--- src/hdl/mtm_regs.vh ---
// Purpose: Constants for the 8-bit modulo timer block
// Assumes: Register map reached over AXI4-Lite, one aligned word per register
// Notes: Offsets are byte addresses
`ifndef MTM_REGS_VH
`define MTM_REGS_VH

// ************************************************************
// Register offsets
// ************************************************************
`define MTM_OFF_STATUS_CONTROL 4'h0
`define MTM_OFF_CLOCK_CONFIG 4'h4
`define MTM_OFF_COUNT_VALUE 4'h8
`define MTM_OFF_WRAP_LIMIT 4'hC

// ************************************************************
// Field positions
// ************************************************************
`define MTM_SC_OVERFLOW_FLAG 7
`define MTM_SC_IRQ_ENABLE 6
`define MTM_SC_COUNTER_CLEAR 5
`define MTM_SC_COUNTER_HALT 4
`define MTM_CLK_SRC_HI 5
`define MTM_CLK_SRC_LO 4
`define MTM_CLK_PS_HI 3
`define MTM_CLK_PS_LO 0

// ************************************************************
// Reset values and encodings
// ************************************************************
`define MTM_RST_HALT 1'b1
`define MTM_RST_SOURCE 2'h0
`define MTM_RST_PRESCALE 4'h0
`define MTM_RST_COUNT 8'h00
`define MTM_RST_WRAP_LIMIT 8'h00
`define MTM_SRC_BUS 2'h0
`define MTM_SRC_FIXED 2'h1
`define MTM_SRC_EXT_FALL 2'h2
`define MTM_SRC_EXT_RISE 2'h3
`define MTM_PS_MAX 4'h8
`define MTM_RESP_OKAY 2'h0
`define MTM_RESP_SLVERR 2'h2

`endif

--- src/hdl/mtm_timer.v ---
// Purpose: 8-bit modulo timer with AXI4-Lite register access
// Assumes: One clock (bus clock); fixed clock arrives as a tick pulse
// Notes: Count tick lags the source by two cycles through prescaler and counter
//   Wait mode has no effect on counting; stop and background freeze the divider too
//   A write is answered one cycle after both address and data are taken
//
// Summary of operation
// Eight-bit up-counter, free-running or modulo bounded
// Four sources: bus, fixed, external rise, fall
// Upper source bit set selects external input
// Nine divisors, 1 through 256
// Keeps counting in wait mode
// Stops in stop modes, never wakes
// Deep stop exit restores reset state
// Shallow stop interrupt exit keeps state
// Freeze in background mode, resume afterwards
// External input synchronised to bus clock
// External input at most quarter bus rate
// Overflow flag bit 7 set on wrap
// Flag clears by read-set then write-zero
// Clear bit or limit write clears flag
// Interrupt when flag and enable bit 6
// Software clears flag before enabling interrupt
// Bit 5 write-one clears count and flag
// Bit 4 halts counter, set at reset
// Bits 3 to 0 read zero
// Four 8-bit registers exposed
// Source field decode, no count clear
// Prescale codes above eight divide by 256
// Zero limit free-runs, write resets count
// Count register read-only, resets to zero
// Advance per tick when enabled and not frozen
//
// The AXI4-Lite slave port and the placing of the registers were left to the implementer.
`timescale 1ns/1ps
`default_nettype none
`include "mtm_regs.vh"

module mtm_timer (
	input wire clock,
	input wire reset,
	input wire [3:0] s_axi_awaddr,
	input wire [2:0] s_axi_awprot,
	input wire s_axi_awvalid,
	output reg s_axi_awready,
	input wire [31:0] s_axi_wdata,
	input wire [3:0] s_axi_wstrb,
	input wire s_axi_wvalid,
	output reg s_axi_wready,
	output reg [1:0] s_axi_bresp,
	output reg s_axi_bvalid,
	input wire s_axi_bready,
	input wire [3:0] s_axi_araddr,
	input wire [2:0] s_axi_arprot,
	input wire s_axi_arvalid,
	output reg s_axi_arready,
	output reg [31:0] s_axi_rdata,
	output reg [1:0] s_axi_rresp,
	output reg s_axi_rvalid,
	input wire s_axi_rready,
	input wire external_count_input,
	input wire fixed_freq_tick,
	input wire wait_mode,
	input wire stop_mode,
	input wire deep_stop_exit,
	input wire background_mode,
	output reg overflow_irq
);

	// ************************************************************
	// Registers
	// ************************************************************
	reg overflow_flag_reg;
	reg overflow_irq_enable_reg;
	reg counter_halt_reg;
	reg [1:0] source_select_reg;
	reg [3:0] prescale_select_reg;
	reg [7:0] timer_count_value_reg;
	reg [7:0] wrap_limit_value_reg;
	reg flag_seen_reg;
	reg [3:0] aw_addr_reg;
	reg aw_held_reg;
	reg [7:0] w_data_reg;
	reg w_lane_reg;
	reg w_held_reg;
	reg ext_sync1_reg;
	reg ext_sync2_reg;
	reg ext_prev_reg;

	// ************************************************************
	// Write channel: address and data taken in either order
	// ************************************************************
	wire aw_take;
	wire w_take;
	wire do_write;
	wire [3:0] wr_addr;
	wire [7:0] wr_data;
	wire wr_lane;
	wire wr_sc;
	wire wr_clk;
	wire wr_limit;
	wire wr_mapped;
	wire counter_clear;
	wire flag_clear;

	assign aw_take = s_axi_awvalid & s_axi_awready;
	assign w_take = s_axi_wvalid & s_axi_wready;
	assign wr_addr = aw_held_reg ? aw_addr_reg : s_axi_awaddr;
	assign wr_data = w_held_reg ? w_data_reg : s_axi_wdata[7:0];
	assign wr_lane = w_held_reg ? w_lane_reg : s_axi_wstrb[0];
	assign do_write = (aw_held_reg | aw_take) & (w_held_reg | w_take) & ~s_axi_bvalid;
	assign wr_mapped = (wr_addr[1:0] == 2'b00);
	assign wr_sc = do_write & wr_lane & (wr_addr == `MTM_OFF_STATUS_CONTROL);
	assign wr_clk = do_write & wr_lane & (wr_addr == `MTM_OFF_CLOCK_CONFIG);
	assign wr_limit = do_write & wr_lane & (wr_addr == `MTM_OFF_WRAP_LIMIT);
	assign counter_clear = (wr_sc & wr_data[`MTM_SC_COUNTER_CLEAR]) | wr_limit;
	// Flag clears on zero write only if a previous read saw it set
	assign flag_clear = counter_clear | (wr_sc & ~wr_data[`MTM_SC_OVERFLOW_FLAG] & flag_seen_reg);

	// Readies stay low until the response is taken, so one write is in flight
	always @(posedge clock) begin
		if (reset) begin
			s_axi_awready <= 1'b1;
			s_axi_wready <= 1'b1;
			s_axi_bvalid <= 1'b0;
			s_axi_bresp <= `MTM_RESP_OKAY;
			aw_held_reg <= 1'b0;
			w_held_reg <= 1'b0;
			aw_addr_reg <= 4'h0;
			w_data_reg <= 8'h00;
			w_lane_reg <= 1'b0;
		end else begin
			if (do_write) begin
				aw_held_reg <= 1'b0;
				w_held_reg <= 1'b0;
				s_axi_awready <= 1'b0;
				s_axi_wready <= 1'b0;
				s_axi_bvalid <= 1'b1;
				s_axi_bresp <= wr_mapped ? `MTM_RESP_OKAY : `MTM_RESP_SLVERR;
			end else begin
				if (aw_take) begin
					aw_held_reg <= 1'b1;
					aw_addr_reg <= s_axi_awaddr;
					s_axi_awready <= 1'b0;
				end
				if (w_take) begin
					w_held_reg <= 1'b1;
					w_data_reg <= s_axi_wdata[7:0];
					w_lane_reg <= s_axi_wstrb[0];
					s_axi_wready <= 1'b0;
				end
			end
			if (s_axi_bvalid && s_axi_bready) begin
				s_axi_bvalid <= 1'b0;
				s_axi_awready <= 1'b1;
				s_axi_wready <= 1'b1;
			end
		end
	end

	// ************************************************************
	// Read channel
	// ************************************************************
	reg [7:0] rd_byte;
	reg rd_ok;
	wire rd_take;
	wire rd_sc;

	// Unmapped offsets answer with an error and zero data
	assign rd_take = s_axi_arvalid & s_axi_arready;
	assign rd_sc = rd_take & (s_axi_araddr == `MTM_OFF_STATUS_CONTROL);

	always @* begin
		rd_byte = 8'h00;
		rd_ok = 1'b1;
		case (s_axi_araddr)
			`MTM_OFF_STATUS_CONTROL: begin
				// Clear bit and bits 3:0 always read zero
				rd_byte = {overflow_flag_reg, overflow_irq_enable_reg, 1'b0, counter_halt_reg, 4'h0};
			end
			`MTM_OFF_CLOCK_CONFIG: begin
				rd_byte = {2'b00, source_select_reg, prescale_select_reg};
			end
			`MTM_OFF_COUNT_VALUE: begin
				rd_byte = timer_count_value_reg;
			end
			`MTM_OFF_WRAP_LIMIT: begin
				rd_byte = wrap_limit_value_reg;
			end
			default: begin
				rd_ok = 1'b0;
			end
		endcase
	end

	always @(posedge clock) begin
		if (reset) begin
			s_axi_arready <= 1'b1;
			s_axi_rvalid <= 1'b0;
			s_axi_rdata <= 32'h00000000;
			s_axi_rresp <= `MTM_RESP_OKAY;
		end else begin
			if (rd_take) begin
				s_axi_arready <= 1'b0;
				s_axi_rvalid <= 1'b1;
				s_axi_rdata <= {24'h000000, rd_byte};
				s_axi_rresp <= rd_ok ? `MTM_RESP_OKAY : `MTM_RESP_SLVERR;
			end else if (s_axi_rvalid && s_axi_rready) begin
				s_axi_rvalid <= 1'b0;
				s_axi_arready <= 1'b1;
			end
		end
	end

	// ************************************************************
	// External input and source selection
	// ************************************************************
	// Input must stay at or below a quarter of the bus rate so no edge is missed
	// Edge detect reads the second stage and its delayed copy, never the first
	always @(posedge clock) begin
		if (reset) begin
			ext_sync1_reg <= 1'b0;
			ext_sync2_reg <= 1'b0;
			ext_prev_reg <= 1'b0;
		end else begin
			ext_sync1_reg <= external_count_input;
			ext_sync2_reg <= ext_sync1_reg;
			ext_prev_reg <= ext_sync2_reg;
		end
	end

	// Bus source ticks every cycle, so divide by 1 runs at the bus rate
	reg source_tick;
	always @* begin
		case (source_select_reg)
			`MTM_SRC_BUS: source_tick = 1'b1;
			`MTM_SRC_FIXED: source_tick = fixed_freq_tick;
			`MTM_SRC_EXT_FALL: source_tick = ext_prev_reg & ~ext_sync2_reg;
			`MTM_SRC_EXT_RISE: source_tick = ~ext_prev_reg & ext_sync2_reg;
			default: source_tick = 1'b1;
		endcase
	end

	// Wait mode deliberately does not gate counting
	wire run;
	wire count_tick;
	assign run = ~counter_halt_reg & ~stop_mode & ~background_mode;

	mtm_prescaler u_prescaler (
		.clock(clock),
		.reset(reset | deep_stop_exit),
		.source_tick(source_tick),
		.run(run),
		.prescale_select(prescale_select_reg),
		.count_tick(count_tick)
	);

	// ************************************************************
	// Counter, flag and control registers
	// ************************************************************
	wire soft_reset;
	wire wrap_hit;
	wire wrap_event;
	wire [7:0] wrap_value;
	reg [7:0] timer_count_value_next;
	reg overflow_flag_next;
	reg flag_seen_next;

	// Deep stop exit, or a shallow stop left by reset, arrives as this restore
	assign soft_reset = reset | deep_stop_exit;
	// A zero limit lets the count run through FF before it wraps
	assign wrap_value = (wrap_limit_value_reg == 8'h00) ? 8'hFF : wrap_limit_value_reg;
	assign wrap_hit = (timer_count_value_reg == wrap_value);
	// A halt written in the same cycle as a tick still lets that tick count
	assign wrap_event = count_tick & run & wrap_hit;

	// ************************************************************
	// Next values of count, flag and read marker
	// ************************************************************
	// Clear beats a tick in the same cycle
	always @* begin
		timer_count_value_next = timer_count_value_reg;
		if (counter_clear) begin
			timer_count_value_next = 8'h00;
		end else if (count_tick && run) begin
			if (wrap_hit) begin
				timer_count_value_next = 8'h00;
			end else begin
				timer_count_value_next = timer_count_value_reg + 8'h01;
			end
		end
	end

	// Wrap sets the flag and wins over a same-cycle clear
	always @* begin
		overflow_flag_next = overflow_flag_reg;
		if (wrap_event) begin
			overflow_flag_next = 1'b1;
		end else if (flag_clear) begin
			overflow_flag_next = 1'b0;
		end
	end

	// A fresh wrap asks for a fresh read before a zero write clears it
	always @* begin
		flag_seen_next = flag_seen_reg;
		if (flag_clear || wrap_event) begin
			flag_seen_next = 1'b0;
		end else if (rd_sc && overflow_flag_reg) begin
			flag_seen_next = 1'b1;
		end
	end

	always @(posedge clock) begin
		if (soft_reset) begin
			overflow_flag_reg <= 1'b0;
			overflow_irq_enable_reg <= 1'b0;
			counter_halt_reg <= `MTM_RST_HALT;
			source_select_reg <= `MTM_RST_SOURCE;
			prescale_select_reg <= `MTM_RST_PRESCALE;
			timer_count_value_reg <= `MTM_RST_COUNT;
			wrap_limit_value_reg <= `MTM_RST_WRAP_LIMIT;
			flag_seen_reg <= 1'b0;
			overflow_irq <= 1'b0;
		end else begin
			// State persists through shallow stop and background freeze
			if (wr_sc) begin
				overflow_irq_enable_reg <= wr_data[`MTM_SC_IRQ_ENABLE];
				counter_halt_reg <= wr_data[`MTM_SC_COUNTER_HALT];
			end
			if (wr_clk) begin
				source_select_reg <= wr_data[`MTM_CLK_SRC_HI:`MTM_CLK_SRC_LO];
				prescale_select_reg <= wr_data[`MTM_CLK_PS_HI:`MTM_CLK_PS_LO];
			end
			if (wr_limit) begin
				wrap_limit_value_reg <= wr_data;
			end
			timer_count_value_reg <= timer_count_value_next;
			overflow_flag_reg <= overflow_flag_next;
			flag_seen_reg <= flag_seen_next;
			// Software should clear the flag before enabling
			overflow_irq <= overflow_flag_reg & overflow_irq_enable_reg;
		end
	end

endmodule
`default_nettype wire

--- src/hdl/mtm_prescaler.v ---
// Purpose: Prescaler of the modulo timer, divides source ticks by 1 to 256
// Assumes: Source ticks are one-cycle pulses on the bus clock
// Notes: Divider is never cleared by a select change
`timescale 1ns/1ps
`default_nettype none
`include "mtm_regs.vh"

module mtm_prescaler (
	input wire clock,
	input wire reset,
	input wire source_tick,
	input wire run,
	input wire [3:0] prescale_select,
	output reg count_tick
);

	reg [7:0] div_reg;
	wire [7:0] div_next;
	wire [8:0] carry;
	wire [3:0] ps_eff;

	// Codes above eight act as divide by 256
	assign ps_eff = (prescale_select > `MTM_PS_MAX) ? `MTM_PS_MAX : prescale_select;
	assign div_next = div_reg + 8'h01;

	// Carry out of bit n marks a source count that is a multiple of 2^(n+1)
	assign carry[0] = 1'b1;
	genvar i;
	generate
		for (i = 0; i < 8; i = i + 1) begin : g_carry
			assign carry[i+1] = carry[i] & div_reg[i];
		end
	endgenerate

	always @(posedge clock) begin
		if (reset) begin
			div_reg <= 8'h00;
			count_tick <= 1'b0;
		end else begin
			count_tick <= 1'b0;
			// Frozen with the counter so that resume is exact
			if (run && source_tick) begin
				div_reg <= div_next;
				count_tick <= carry[ps_eff];
			end
		end
	end

endmodule
`default_nettype wire

--- config.mk ---
export PLATFORM = sky130hd
export DESIGN_NAME = mtm_timer
export DESIGN_NICKNAME = d
export VERILOG_FILES = /design/src/hdl/mtm_timer.v /design/src/hdl/mtm_prescaler.v
export VERILOG_INCLUDE_DIRS = /design/src /design/src/hdl
export SDC_FILE = /design/constraint.sdc
export NUM_CORES = 1
export LEC_CHECK = 0
export BUFFER_PORTS_ARGS = -buffer_cell sky130_fd_sc_hd__buf_2
export CORE_UTILIZATION = 40
export DETAILED_ROUTE_END_ITERATION = 12
export HOLD_SLACK_MARGIN = 0.03
export SLEW_MARGIN = 30
export SYNTH_ARGS = -nofsm -noshare
export SYNTH_HDL_FRONTEND = slang
export SYNTH_SLANG_ARGS = --single-unit
--- constraint.sdc ---
create_clock -name clock -period 3.8 [get_ports clock]
set_input_delay 0.19 -clock clock [delete_from_list [all_inputs] [get_ports clock]]
set_output_delay 0.19 -clock clock [all_outputs]
set_load 0.01 [all_outputs]
==> impl_metrics.py <==
metrics = {
    "sta": {
        "skew_ps": 8.634,
        "hold_viol": 0,
        "fin_ws_ps": 1518,
        "slew_headroom_pct": 49.16,
        "fmax_mhz": 438.3,
        "rsz0062_at_grt": "false",
        "fin_crit_ps": 2282,
        "min_period_over_period_pct": 60.04,
        "tightest_slew_ps": 758.0,
        "slew_viol_final": 0,
        "tns_ps": 0,
        "setup_viol": 0,
    },
    "placed_design": {
        "place_ws_ps": 1526,
        "io_buffers": 44,
        "gp_congestion": 0.8727,
        "dp.cells": 525,
        "dpl.hpwl_mm": 5.524,
        "placed_area_sq_um": 3725,
    },
    "global_route": {
        "antenna_found_initial": 0,
        "track_usage_pct": 17.92,
        "grt_pass1_wl_mm": 12.65,
        "grt_max_degree": 34,
        "grt_pass1_vias": 2634,
        "grt_overflow": 0,
    },
    "floorplan": {
        "core_sq_um": 8678,
        "io_pins": 105,
        "start_util_pct": 41.08,
        "dieWidth_um": 96.40,
        "die_area_sq_um": 9293,
        "die_h_um": 96.40,
        "rows": 34,
    },
    "setup_path": {
        "cp_slowest_stage_delay_ps": 670,
        "crit_slowest_cell": "nor4b_2",
        "cpLargestDelayFamily": "simple AND/OR/NAND/NOR gates",
        "path_class": "reg2reg",
        "critPathRequiredTime_ps": 4010,
        "startpoint_type": "flop",
        "worstSetupEndpointType": "flop",
        "critPathArrivalTime_ps": 2490,
        "crit_buf_inv": 0,
        "cp_max_fo": 9,
        "critical_path.cell_chain": "nor4b_2 -> o21ai_0 -> nor3b_1 -> o211ai_2 -> o21ai_4 -> a211oi_2",
    },
    "synthesis": {
        "synth_top_area_cell": "dfxtp_1",
        "synth.top_cells.by_area": "dfxtp_1, mux2i_1, nor2_1",
        "ys_top_cells_by_count": "dfxtp_1, nor2_1, buf_4, mux2i_1, nand2_1",
        "synth-seq-cells": 69,
        "synthFlopType": "dfxtp_1",
        "yosys_warnings": 0,
        "postSynthAreaPerCell_sq_um": 9.117,
        "yosysTopAreaCellShare_pct": 38.75,
        "synth_edf_count": 0,
        "synth-seq-area-share_pct": 38.75,
        "syn_inst": 391,
        "synthArstFlopShare_pct": 0,
        "netlist_area_sq_um": 3565,
        "synthDistinctLibCells": 58,
    },
    "drt": {
        "drtIter0Drc": 129,
        "firstDrtPassIters": 4,
        "ant_nets": 0,
        "vias": 2812,
        "routedWlPerCell_um": 13.93,
        "vias_per_cell": 5.198,
        "routed_wl_mm": 7.534,
        "drc": 0,
    },
    "finish": {
        "layout.nets": 494,
        "fin_util_pct": 45.67,
        "diodes": 0,
        "area_growth_pct": 11.20,
        "n_fill_cell": 875,
        "stdcell_count": 541,
        "layout-drive-gt1-share_pct": 21.94,
        "design_area_sq_um": 3964,
    },
    "clock_network": {
        "cts_tree": "done",
        "hold_buffers": 0,
        "cts_root_buffer": "clkbuf_8",
        "cts_buffer_depth": 2,
        "post_cts_buffers": 0,
        "post_cts_resized": 0,
        "cts_max_level": 3,
        "cts.sinks": 69,
        "clk_latency_ps": 340,
        "cts_inserted_buffers": 9,
        "clkTransAtPathRegs_ps": 80,
    },
    "run_status": {
        "outcome": "complete, no violations",
    },
    "pwr": {
        "p_leak_uw": 0.001604,
        "powerDensity_nw_per_um2": 413.5,
        "irDropWorstVdd_uv": 256.7,
    },
    "min_path": {
        "hold_class": "in2reg",
    },
    "job": {
        "cap_violations": 0,
    },
}
==> logic make-up (layout without fill, tap and decap cells) <==
logic type               after synthesis  count (layout)  share of synthesized area (%)
buffers and inverters                 49              66                          8.845
adder cells (fa/ha/maj)                3               3                          1.053
AND/OR/NAND/NOR                      157             157                          22.71
flip-flops                            69              69                          38.75
other                                  1              26                         0.1052
AO/OA/AOI/OAI                         54              54                          11.93
multiplexers                          42              42                          12.67
XOR/XNOR                              16              16                          3.931
==> path summary, 6_finish.rpt <==
kind | start | to | slack [ps] | cells after the start
worst min-delay path | external_count_input | ext_sync1_reg | 60 | 2
worst max-delay path | counter_halt_reg | flag_seen_reg | 1520 | 6
worst max register to register | counter_halt_reg | flag_seen_reg | 1520 | 6
worst min register to register | overflow_irq_enable_reg | overflow_irq | 460 | 2
==> area by class of cell <==
cell class	count	area (sq um)	area share [%]
sequential	69	1381	34.85
multi-input combinational	298	1962	49.49
timing repair buffer	45	227.7	5.745
inverter	5	18.77	0.4735
clock buffer	10	127.6	3.220
clock inverter	6	111.4	2.809
tap	108	135.1	3.409
==> layout by cell type, fill, tap and decap left out, types with 2 or more instances in the layout <==
cell type / netlist / routed
a211oi_1: 4 / 4
a21o_1: 3 / 3
a21oi_1: 9 / 9
a22o_1: 7 / 7
a22oi_1: 8 / 8
a31oi_1: 3 / 3
and3_1: 2 / 2
buf_2: 2 / 44
bufinv_16: 0 / 3
clkbuf_8: 2 / 9
conb_1: 1 / 26
dfxtp_1: 69 / 69
ha_1: 3 / 3
inv_1: 5 / 5
mux2_2: 15 / 15
mux2i_1: 26 / 26
nand2_1: 18 / 18
nand2b_1: 3 / 3
nand3_1: 8 / 8
nand4_1: 6 / 6
nor2_1: 69 / 69
nor2b_1: 8 / 8
nor3_1: 14 / 14
nor3_2: 2 / 2
nor3_4: 2 / 2
nor3b_1: 4 / 4
nor4_1: 5 / 5
o211ai_1: 2 / 2
o21ai_0: 4 / 4
o21ai_4: 2 / 2
or3_1: 4 / 4
or4_2: 2 / 2
or4_4: 2 / 2
xnor2_1: 11 / 11
xor2_1: 5 / 5
==> metrics by stage <==
step	hold WS, ps	total power [uW]
5_1_grt	57.86	1707
3_3_place_gp	412.3	931.0
4_1_cts	44.38	1656
2_1_floorplan	261.6	914.0
3_5_place_dp	412.7	935.4
6_report	59.82	1639
==> where the power goes <==
group	total [uW]	internal, uW	switching, uW	leakage, uW
logic	158	63.8	94.3	0.000928
clock network	721	436	285	0.000116
registers	760	744	16.0	0.000560
==> worst reg2reg max path: cells and delay by family, from the launching register on <==
family	cells	cell delay [ps]
flip-flops	1	380
AO/OA/AOI/OAI	4	790
AND/OR/NAND/NOR	2	980
==> routing by layer <==
layer,GRT usage [%],wire [um]
met5,0,0
met4,6.005,157
met3,5.556,405
met2,28.61,3299
met1,22.97,3672
No activity file was read; power rests on OpenSTA's default activity.
